$ cat src/hdl/serial_drive_map.vh
// register map and field constants for the serial drive control bank
`ifndef SERIAL_DRIVE_MAP_VH
`define SERIAL_DRIVE_MAP_VH
`define FB_WR_FIRST 16'h0568
`define FB_WR_LAST 16'h05A7
`define FB_RD_FIRST 16'h05A8
`define FB_RD_LAST 16'h05E7
`define FB_SLOTS 128
`define FB_IDX_W 7
`define REG_DRIVE_CMD 16'h07D0
`define REG_FREQ_SET 16'h07D1
`define REG_PID_SET 16'h07D2
`define CMD_RESET 16'h0000
`define FREQ_RESET 16'h0000
`define PID_RESET 16'h0000
`define CMD_FAULT_BIT 1
`define CMD_FORCE_PID_BIT 4
`define CMD_FORCE_FREQ_BIT 5
`define CMD_FORCE_START_BIT 6
`define CMD_BLOCK_PARAM_BIT 12
`define CMD_BLOCK_RAMP_BIT 13
`define CMD_BLOCK_COAST_BIT 14
`define CMD_START_BIT 15
`define FREQ_MAX 16'sh1388
`define FREQ_MIN -16'sh1388
`define PID_MAX 16'h03E8
`define ZERO16 16'h0000
`define STOP_NONE 2'h0
`define STOP_PARAM 2'h1
`define STOP_RAMP 2'h2
`define STOP_COAST 2'h3
`endif

$ cat src/hdl/fault_clear_detect.v
// detects a low-high-low sequence on the fault clear command bit
`timescale 1ns/1ps
module fault_clear_detect (
	input wire mclk,
	input wire reset_n,
	input wire update,
	input wire level,
	output reg clearPulse
);
	localparam S_WAIT_LOW = 2'h0;
	localparam S_SEEN_LOW = 2'h1;
	localparam S_SEEN_HIGH = 2'h2;
	reg [1:0] state_q;
	reg [1:0] state_d;
	reg clear_d;
	always @* begin
		state_d = state_q;
		clear_d = 1'b0;
		if (update) begin
			case (state_q)
			S_WAIT_LOW: begin
				if (!level)
					state_d = S_SEEN_LOW;
			end
			S_SEEN_LOW: begin
				if (level)
					state_d = S_SEEN_HIGH;
			end
			S_SEEN_HIGH: begin
				if (!level) begin
					clear_d = 1'b1;
					state_d = S_SEEN_LOW;
				end
			end
			default: state_d = S_WAIT_LOW;
			endcase
		end
	end
	always @(posedge mclk or negedge reset_n) begin
		if (!reset_n) begin
			state_q <= S_WAIT_LOW;
			clearPulse <= 1'b0;
		end else begin
			state_q <= state_d;
			clearPulse <= clear_d;
		end
	end
endmodule

$ cat src/hdl/serial_drive_control_registers.v
// register bank for link control of the drive: function block windows, command, setpoints
//
// What this block does
// every register holds 16 bits; unlisted addresses are unsupported
// lower function block window is readable and writable by the link
// upper function block window is readable; link writes are ignored
// drive command acts only while link control is permitted
// without permission, link-sourced start stays stopped and references read zero
// fault clears after command bit 1 goes low, high, low
// bits 4, 5, 6 force PID, frequency, start source onto the link
// while forced, the configured source is disconnected
// a source already configured as link needs no forcing bit
// bits 12, 13, 14 block: configured stop, ramp stop, coast
// any block bit stops the drive and beats a link start
// bit 15 one requests start, zero requests stop
// bits 0, 2, 3, 7 to 11 have no effect
// command read returns the last written value
// frequency setpoint is signed tenths of hertz, active only with permission
// frequency setpoint accepted within plus or minus 5000
// in vector modes the frequency setpoint means rpm
// PID setpoint is 0 to 1000 tenths of percent, active only with permission
// writes to read-only or unsupported addresses change nothing
`timescale 1ns/1ps
`include "serial_drive_map.vh"
module serial_drive_control_registers (
	input wire mclk,
	input wire reset_n,
	input wire regWrite,
	input wire regRead,
	input wire [15:0] regAddr,
	input wire [15:0] regWdata,
	output reg [15:0] regRdata,
	output reg regAck,
	output reg regError,
	input wire linkControlPermission,
	input wire vectorControlMode,
	input wire startSourceIsLink,
	input wire freqSourceIsLink,
	input wire pidSourceIsLink,
	input wire cfgStartRequest,
	input wire [15:0] cfgFreqRef,
	input wire [15:0] cfgPidRef,
	input wire fbReadWe,
	input wire [5:0] fbReadIdx,
	input wire [15:0] fbReadData,
	input wire [5:0] fbWriteIdx,
	output reg [15:0] fbWriteData,
	output reg driveRun,
	output reg [1:0] stopMode,
	output reg [15:0] freqRef,
	output reg freqIsRpm,
	output reg [15:0] pidRef,
	output reg faultClear
);
	reg [15:0] fbSlots [0:`FB_SLOTS-1];
	reg [15:0] driveCommand_q;
	reg [15:0] freqSetpoint_q;
	reg [15:0] pidSetpoint_q;
	reg cmdUpdate_q;
	reg permitMeta_q;
	reg permit_q;
	wire faultClearPulse;
	wire [2:0] addrCls;
	wire addrFbWr;
	wire addrFbRd;
	wire addrCmd;
	wire addrFreq;
	wire addrPid;
	wire addrKnown;
	wire [15:0] accOffset;
	wire [`FB_IDX_W-1:0] accIdx;
	wire freqInRange;
	wire pidInRange;
	wire wrFb;
	wire wrCmd;
	wire wrFreq;
	wire wrPid;
	wire wrRefused;
	wire forcePid;
	wire forceFreq;
	wire forceStart;
	wire blockParam;
	wire blockRamp;
	wire blockCoast;
	wire linkStart;
	wire startFromLink;
	wire freqFromLink;
	wire pidFromLink;
	wire anyBlock;
	reg [15:0] rdData_d;
	reg run_d;
	reg [1:0] stop_d;
	reg [15:0] freq_d;
	reg [15:0] pid_d;

	// address classes shared by the read and write decode
	localparam CLS_NONE = 3'h0;
	localparam CLS_FB_WR = 3'h1;
	localparam CLS_FB_RD = 3'h2;
	localparam CLS_CMD = 3'h3;
	localparam CLS_FREQ = 3'h4;
	localparam CLS_PID = 3'h5;

	// permission may come from a digital input: synchronise it
	always @(posedge mclk or negedge reset_n) begin
		if (!reset_n) begin
			permitMeta_q <= 1'b0;
			permit_q <= 1'b0;
		end else begin
			permitMeta_q <= linkControlPermission;
			permit_q <= permitMeta_q;
		end
	end

	function inRange;
		input [15:0] a;
		input [15:0] lo;
		input [15:0] hi;
		begin
			inRange = (a >= lo) && (a <= hi);
		end
	endfunction

	// link value when permitted; zero when the link owns the source but may not act
	function [15:0] refSelect;
		input fromLink;
		input permit;
		input [15:0] linkValue;
		input [15:0] cfgValue;
		begin
			if (!fromLink)
				refSelect = cfgValue;
			else if (permit)
				refSelect = linkValue;
			else
				refSelect = `ZERO16;
		end
	endfunction

	// coast outranks ramp, ramp outranks the configured stop
	function [1:0] stopKind;
		input enable;
		input param;
		input ramp;
		input coast;
		begin
			if (!enable)
				stopKind = `STOP_NONE;
			else if (coast)
				stopKind = `STOP_COAST;
			else if (ramp)
				stopKind = `STOP_RAMP;
			else if (param)
				stopKind = `STOP_PARAM;
			else
				stopKind = `STOP_NONE;
		end
	endfunction

	// windows first, then the single registers
	function [2:0] addrClass;
		input [15:0] a;
		begin
			if (inRange(a, `FB_WR_FIRST, `FB_WR_LAST))
				addrClass = CLS_FB_WR;
			else if (inRange(a, `FB_RD_FIRST, `FB_RD_LAST))
				addrClass = CLS_FB_RD;
			else if (a == `REG_DRIVE_CMD)
				addrClass = CLS_CMD;
			else if (a == `REG_FREQ_SET)
				addrClass = CLS_FREQ;
			else if (a == `REG_PID_SET)
				addrClass = CLS_PID;
			else
				addrClass = CLS_NONE;
		end
	endfunction

	assign addrCls = addrClass(regAddr);
	assign addrFbWr = (addrCls == CLS_FB_WR);
	assign addrFbRd = (addrCls == CLS_FB_RD);
	assign addrCmd = (addrCls == CLS_CMD);
	assign addrFreq = (addrCls == CLS_FREQ);
	assign addrPid = (addrCls == CLS_PID);
	assign addrKnown = (addrCls != CLS_NONE);
	// both windows are contiguous, so one offset indexes all the slots
	assign accOffset = regAddr - `FB_WR_FIRST;
	assign accIdx = accOffset[`FB_IDX_W-1:0];
	assign freqInRange = ($signed(regWdata) >= `FREQ_MIN) &&
		($signed(regWdata) <= `FREQ_MAX);
	assign pidInRange = (regWdata <= `PID_MAX);

	// accepted writes per target; anything else is refused and stores nothing
	assign wrFb = regWrite & addrFbWr;
	assign wrCmd = regWrite & addrCmd;
	assign wrFreq = regWrite & addrFreq & freqInRange;
	assign wrPid = regWrite & addrPid & pidInRange;
	assign wrRefused = regWrite & ~(wrFb | wrCmd | wrFreq | wrPid);

	// function block slots: lower half link-writable, upper half fed by the drive
	// slots are not cleared by reset; they are undefined until first written
	always @(posedge mclk) begin
		if (wrFb)
			fbSlots[accIdx] <= regWdata;
		if (fbReadWe)
			fbSlots[{1'b1, fbReadIdx}] <= fbReadData;
	end

	always @(posedge mclk or negedge reset_n) begin
		if (!reset_n)
			fbWriteData <= `ZERO16;
		else
			fbWriteData <= fbSlots[{1'b0, fbWriteIdx}];
	end

	// writable registers; rejected writes leave contents intact
	always @(posedge mclk or negedge reset_n) begin
		if (!reset_n) begin
			driveCommand_q <= `CMD_RESET;
			cmdUpdate_q <= 1'b0;
		end else begin
			cmdUpdate_q <= wrCmd;
			if (wrCmd)
				driveCommand_q <= regWdata;
		end
	end

	always @(posedge mclk or negedge reset_n) begin
		if (!reset_n)
			freqSetpoint_q <= `FREQ_RESET;
		else if (wrFreq)
			freqSetpoint_q <= regWdata;
	end

	always @(posedge mclk or negedge reset_n) begin
		if (!reset_n)
			pidSetpoint_q <= `PID_RESET;
		else if (wrPid)
			pidSetpoint_q <= regWdata;
	end

	always @* begin
		case (addrCls)
		CLS_FB_WR: rdData_d = fbSlots[accIdx];
		CLS_FB_RD: rdData_d = fbSlots[accIdx];
		CLS_CMD: rdData_d = driveCommand_q;
		CLS_FREQ: rdData_d = freqSetpoint_q;
		CLS_PID: rdData_d = pidSetpoint_q;
		default: rdData_d = `ZERO16;
		endcase
	end

	// one-cycle answer to every strobe
	always @(posedge mclk or negedge reset_n) begin
		if (!reset_n)
			regAck <= 1'b0;
		else
			regAck <= regWrite | regRead;
	end

	// read data holds until the next read
	always @(posedge mclk or negedge reset_n) begin
		if (!reset_n)
			regRdata <= `ZERO16;
		else if (regRead)
			regRdata <= rdData_d;
	end

	// a write and a read in one cycle report the write's outcome
	always @(posedge mclk or negedge reset_n) begin
		if (!reset_n)
			regError <= 1'b0;
		else if (regWrite)
			regError <= wrRefused;
		else
			regError <= regRead & ~addrKnown;
	end

	fault_clear_detect faultSeq (
		.mclk(mclk),
		.reset_n(reset_n),
		.update(cmdUpdate_q & permit_q),
		.level(driveCommand_q[`CMD_FAULT_BIT]),
		.clearPulse(faultClearPulse)
	);

	// drive control decode; unused command bits are never read
	assign forcePid = driveCommand_q[`CMD_FORCE_PID_BIT];
	assign forceFreq = driveCommand_q[`CMD_FORCE_FREQ_BIT];
	assign forceStart = driveCommand_q[`CMD_FORCE_START_BIT];
	assign blockParam = driveCommand_q[`CMD_BLOCK_PARAM_BIT];
	assign blockRamp = driveCommand_q[`CMD_BLOCK_RAMP_BIT];
	assign blockCoast = driveCommand_q[`CMD_BLOCK_COAST_BIT];
	assign linkStart = driveCommand_q[`CMD_START_BIT];
	assign startFromLink = startSourceIsLink | (permit_q & forceStart);
	assign freqFromLink = freqSourceIsLink | (permit_q & forceFreq);
	assign pidFromLink = pidSourceIsLink | (permit_q & forcePid);
	assign anyBlock = permit_q & (blockParam | blockRamp | blockCoast);

	// forced or link source replaces the configured one entirely
	always @* begin
		if (startFromLink)
			run_d = permit_q & linkStart;
		else
			run_d = cfgStartRequest;
		if (anyBlock)
			run_d = 1'b0;
	end

	always @* begin
		stop_d = stopKind(permit_q, blockParam, blockRamp, blockCoast);
		freq_d = refSelect(freqFromLink, permit_q, freqSetpoint_q, cfgFreqRef);
		pid_d = refSelect(pidFromLink, permit_q, pidSetpoint_q, cfgPidRef);
	end

	// run and stop kind update on the same clock edge
	always @(posedge mclk or negedge reset_n) begin
		if (!reset_n) begin
			driveRun <= 1'b0;
			stopMode <= `STOP_NONE;
		end else begin
			driveRun <= run_d;
			stopMode <= stop_d;
		end
	end

	// references follow their source one cycle after it changes
	always @(posedge mclk or negedge reset_n) begin
		if (!reset_n) begin
			freqRef <= `ZERO16;
			pidRef <= `ZERO16;
		end else begin
			freqRef <= freq_d;
			pidRef <= pid_d;
		end
	end

	always @(posedge mclk or negedge reset_n) begin
		if (!reset_n) begin
			freqIsRpm <= 1'b0;
			faultClear <= 1'b0;
		end else begin
			freqIsRpm <= vectorControlMode;
			faultClear <= faultClearPulse;
		end
	end
endmodule

$ cat config.mk
export PLATFORM = sky130hd
export DESIGN_NAME = serial_drive_control_registers
export DESIGN_NICKNAME = d
export VERILOG_FILES = /design/src/hdl/fault_clear_detect.v /design/src/hdl/serial_drive_control_registers.v
export VERILOG_INCLUDE_DIRS = /design/src /design/src/hdl
export SDC_FILE = /design/constraint.sdc
export NUM_CORES = 2
export LEC_CHECK = 0
export BUFFER_PORTS_ARGS = -buffer_cell sky130_fd_sc_hd__buf_2
export CAP_MARGIN = 20
export CORE_ASPECT_RATIO = 1.4
export CORE_MARGIN = 1.5
export CORE_UTILIZATION = 50
export DETAILED_ROUTE_END_ITERATION = 8
export PLACE_DENSITY_LB_ADDON = 0.12
export SYNTH_ARGS = -nofsm -noshare
export SYNTH_HDL_FRONTEND = slang
export SYNTH_SLANG_ARGS = --single-unit
$ cat constraint.sdc
create_clock -name mclk -period 1.9 [get_ports mclk]
set_clock_uncertainty 0.05 [all_clocks]
set_input_delay 0.095 -clock mclk [delete_from_list [all_inputs] [get_ports mclk]]
set_output_delay 0.095 -clock mclk [all_outputs]
set_load 0.01 [all_outputs]
==> flow_summary_export.csv <==
group,metric,value,unit
sta,hold_ws,0.00683,ns
sta,rsz0062_at_grt,"yes",
grt,grt_pass1_vias,77400,
synth,synthTopCellsByCount,"edfxtp_1 (2048), nand2_1 (1251), mux2_2 (991)",
grt,track_usage,0.401,
synth,syn_area,105000,µm²
worst_setup_path,crit_required,2.59,ns
final_layout,drive_above_1_share,0.424,
synth,synth_area_leaders,"edfxtp_1 (59%), mux2_2 (11%), mux4_2 (8.4%)",
synth,synth.distinct_cells,86,
cts,max-clock-path-buffers,4,
synth,synth_area_leader_cell,"edfxtp_1",
pwr,p_seq_frac,0.489,
pwr,p_int,81.1,mW
sta,finalCriticalPeriod,2.41,ns
route,drt_iter0_markers,11000,
pwr,power.density,811,nW/µm²
route,routed-via-count,79000,
route,drc_errors,0,
floorplanning,ios,174,
synth,synth-main-ff-cell,"edfxtp_1",
sta,finalHoldViolCount,0,
placement,dp_hpwl,290,mm
final_layout,syn_to_final_growth,26.9,%
pwr,peakVddDrop,0.710,mV
floorplanning,rows,198,
synth,synth_edf_count,2048,
pwr,swShare,0.249,
cts,cts_buffers,220,
placement,portBuffers,173,
worst_setup_path,critical_path_class,"register to register",
grt,grt_max_degree,111,
pwr,combPwrFrac,0.117,
route,drt-total-wl,432,mm
cts,path_clk_slew,0.07,ns
final_layout,nFillCells,15200,
placement,routabilityCongestion,0.987,
worst_setup_path,endpoint_kind,"register",
flow_run,cap_violations,0,
route,first_pass_iters,8,
worst_setup_path,crit_arrival,3.09,ns
floorplanning,coreArea,208000,µm²
final_layout,multi_input_area,39500,µm²
cts,clock_latency,0.92,ns
sta,fmax,416,MHz
sta,slew_viol_final,0,
floorplanning,start_util,0.504,
synth,synth_top_area_frac,0.586,
synth,yosysSeqAreaShare,0.616,
cts,cts.sinks,2173,
floorplanning,die_y,545,µm
sta,finalCritPeriodShare,1.27,
synth,synth_cells,7411,
synth,synth_warnings,0,
cts,cts_tree,"done",
worst_hold_path,hold_class,"primary input to register",
pwr,power.total,108,mW
pwr,switchingPower,26.9,mW
outcome,status,"finished with violations",
route,final_antenna_net_count,0,
route,avgRoutedWirePerCell,37.0,µm
worst_setup_path,slowest_delay,0.65,ns
floorplanning,dieArea,213000,µm²
synth,async_flop_share,0.0575,
grt,antenna_found_initial,34,
worst_setup_path,critPathMaxFanout,2,
sta,worst_slack,-0.506,ns
sta,relSlewSlack,0.215,
grt,globalRouteOverflowTotal,0,
grt,grt_pass1_wl,596,mm
worst_setup_path,cpMostUsedCell,"mux4_2",
cts,cts_max_level,4,
pwr,p_leak,47.3,nW
worst_setup_path,crit_slowest_cell,"mux4_2",
floorplanning,fp.dieW,390,µm
synth,ys_ff_latch,2173,
synth,yosysMostFrequentCell,"edfxtp_1",
final_layout,finalNetCount,8888,
worst_setup_path,start_kind,"register",
synth,syn_nets,7520,
final_layout,seqCellArea,64600,µm²
sta,setup_viol,35,
route,avgViaCountPerCell,6.76,
synth,syn_area_per_cell,14.2,µm²
cts,root_buffer,"clkbuf_16",
pwr,p_clk_frac,0.394,
sta,worstMarginPinSlew,1.18,ns
worst_setup_path,crit_chain,"mux4_2, mux4_2, mux4_2",
outcome,violations,"setup timing",
==> placed cells by master, fill, tap and decap left out, types with 14 or more instances in the layout <==
| cell | n |
|---|---|
| dfrtp_1 | 123 |
| o221ai_2 | 17 |
| mux2_2 | 980 |
| clkinv_1 | 74 |
| mux2i_1 | 117 |
| mux2_4 | 21 |
| nor2_1 | 145 |
| nand3_1 | 14 |
| clkbuf_16 | 227 |
| nor3_1 | 47 |
| a21oi_1 | 126 |
| a221oi_1 | 26 |
| a211oi_1 | 34 |
| a211oi_2 | 14 |
| buf_12 | 342 |
| o22ai_1 | 355 |
| a222oi_1 | 16 |
| o22ai_2 | 15 |
| diode_2 | 21 |
| clkbuf_1 | 44 |
| a21oi_2 | 16 |
| o211ai_1 | 30 |
| clkinv_2 | 44 |
| nor2_4 | 102 |
| o21ai_1 | 23 |
| nor2b_1 | 17 |
| buf_4 | 1200 |
| edfxtp_1 | 2048 |
| buf_2 | 148 |
| o221ai_1 | 143 |
| dlygate4sd3_1 | 151 |
| o22a_1 | 26 |
| mux4_2 | 389 |
| nand2_1 | 1225 |
| o21ai_0 | 164 |
| buf_6 | 25 |
==> registers in the layout, indices dropped and copies added (netlist names), 16 cells and up <==
signal and count:
fbSlots 2048, driveCommand_q 16, fbWriteData 16, freqRef 16
freqSetpoint_q 16, pidRef 16, pidSetpoint_q 16, regRdata 16
==> final cells by class <==
type | instances | share of cell area
Sequential cell | 2173 | 0.486
Multi-Input combinational cell | 4471 | 0.297
Timing Repair Buffer | 1877 | 0.140
Clock buffer | 275 | 0.0440
Tap cell | 2700 | 0.0254
Clock inverter | 123 | 0.00700
Inverter | 36 | 0.00109
Antenna cell | 21 | 0.000395
==> power groups by stage <==
stage	sequential, mW	combinational, mW	clock [mW]
finish	52.8	12.7	42.5
global route	52.8	12.8	44.3
CTS	52.8	12.1	42.6
detailed placement	53.8	11.5	0
global placement	53.8	11.4	0
floorplan	53.8	5.34	0
==> routing by layer <==
layer / global-route usage / wire (µm)
met1: 0.477 / 144000
met2: 0.637 / 200000
met5: 0 / 129
met3: 0.0944 / 47800
met4: 0.299 / 40400
==> stage by stage <==
stage / instances / TNS (ns) / worst slack, ns / utilization / cell area (µm²)
after global routing: 11700 / -10.04 / -0.506 / 0.639 / 133000
after detailed placement: 11100 / -967.70 / -1.58 / 0.590 / 123000
after floorplan: 7411 / -940.40 / -0.595 / - / 106000
after CTS: 11600 / -41.40 / -0.503 / 0.636 / 132000
final: 11700 / -9.56 / -0.506 / 0.640 / 133000
after global placement: 11100 / -971.09 / -1.59 / 0.590 / 123000
==> worst max-delay path: cells and delay by family, from the launching register on <==
family / cells / cell delay, ns
flip-flops: 1 / 0.46
multiplexers: 3 / 1.72
==> final timing paths <==
path                                          startpoint                       endpoint  slack (ns)  cells past startpoint
worst max-delay path            fbSlots[50][5]$_DFFE_PP_       fbWriteData[5]$_DFF_PN0_       -0.51                      3
worst min-delay path                          regAddr[3]             regError$_DFF_PN0_       0.007                      6
worst max register to register  fbSlots[50][5]$_DFFE_PP_       fbWriteData[5]$_DFF_PN0_       -0.51                      3
worst min register to register    permitMeta_q$_DFF_PN0_             permit_q$_DFF_PN0_        0.30                      0
max in group asynchronous                        reset_n            freqIsRpm$_DFF_PN0_        0.98                      5
min in group asynchronous                        reset_n  driveCommand_q[0]$_DFFE_PN0P_        0.22                      4
==> kinds of logic (layout without fill, tap and decap cells) <==
logic type      Yosys count  in the layout  share of synthesized area
compound gates         1236           1236                     0.0811
fa+ha+maj                 6              6                   0.000716
buf+inv                 767           2311                     0.0327
flops                  2173           2173                      0.616
mux                    1508           1508                      0.203
other cells               0             21                          0
simple gates           1721           1721                     0.0670
==> repair_timing <==
item,CTS,global route
endpoints found under the setup margin,33,1099
hold buffers,155,0
resized for setup,226,123
pin swaps,92,81
hold endpoints to repair,1397,0
setup buffers,17,22
cloned,0,5
Power figures use the tool's default switching activity.
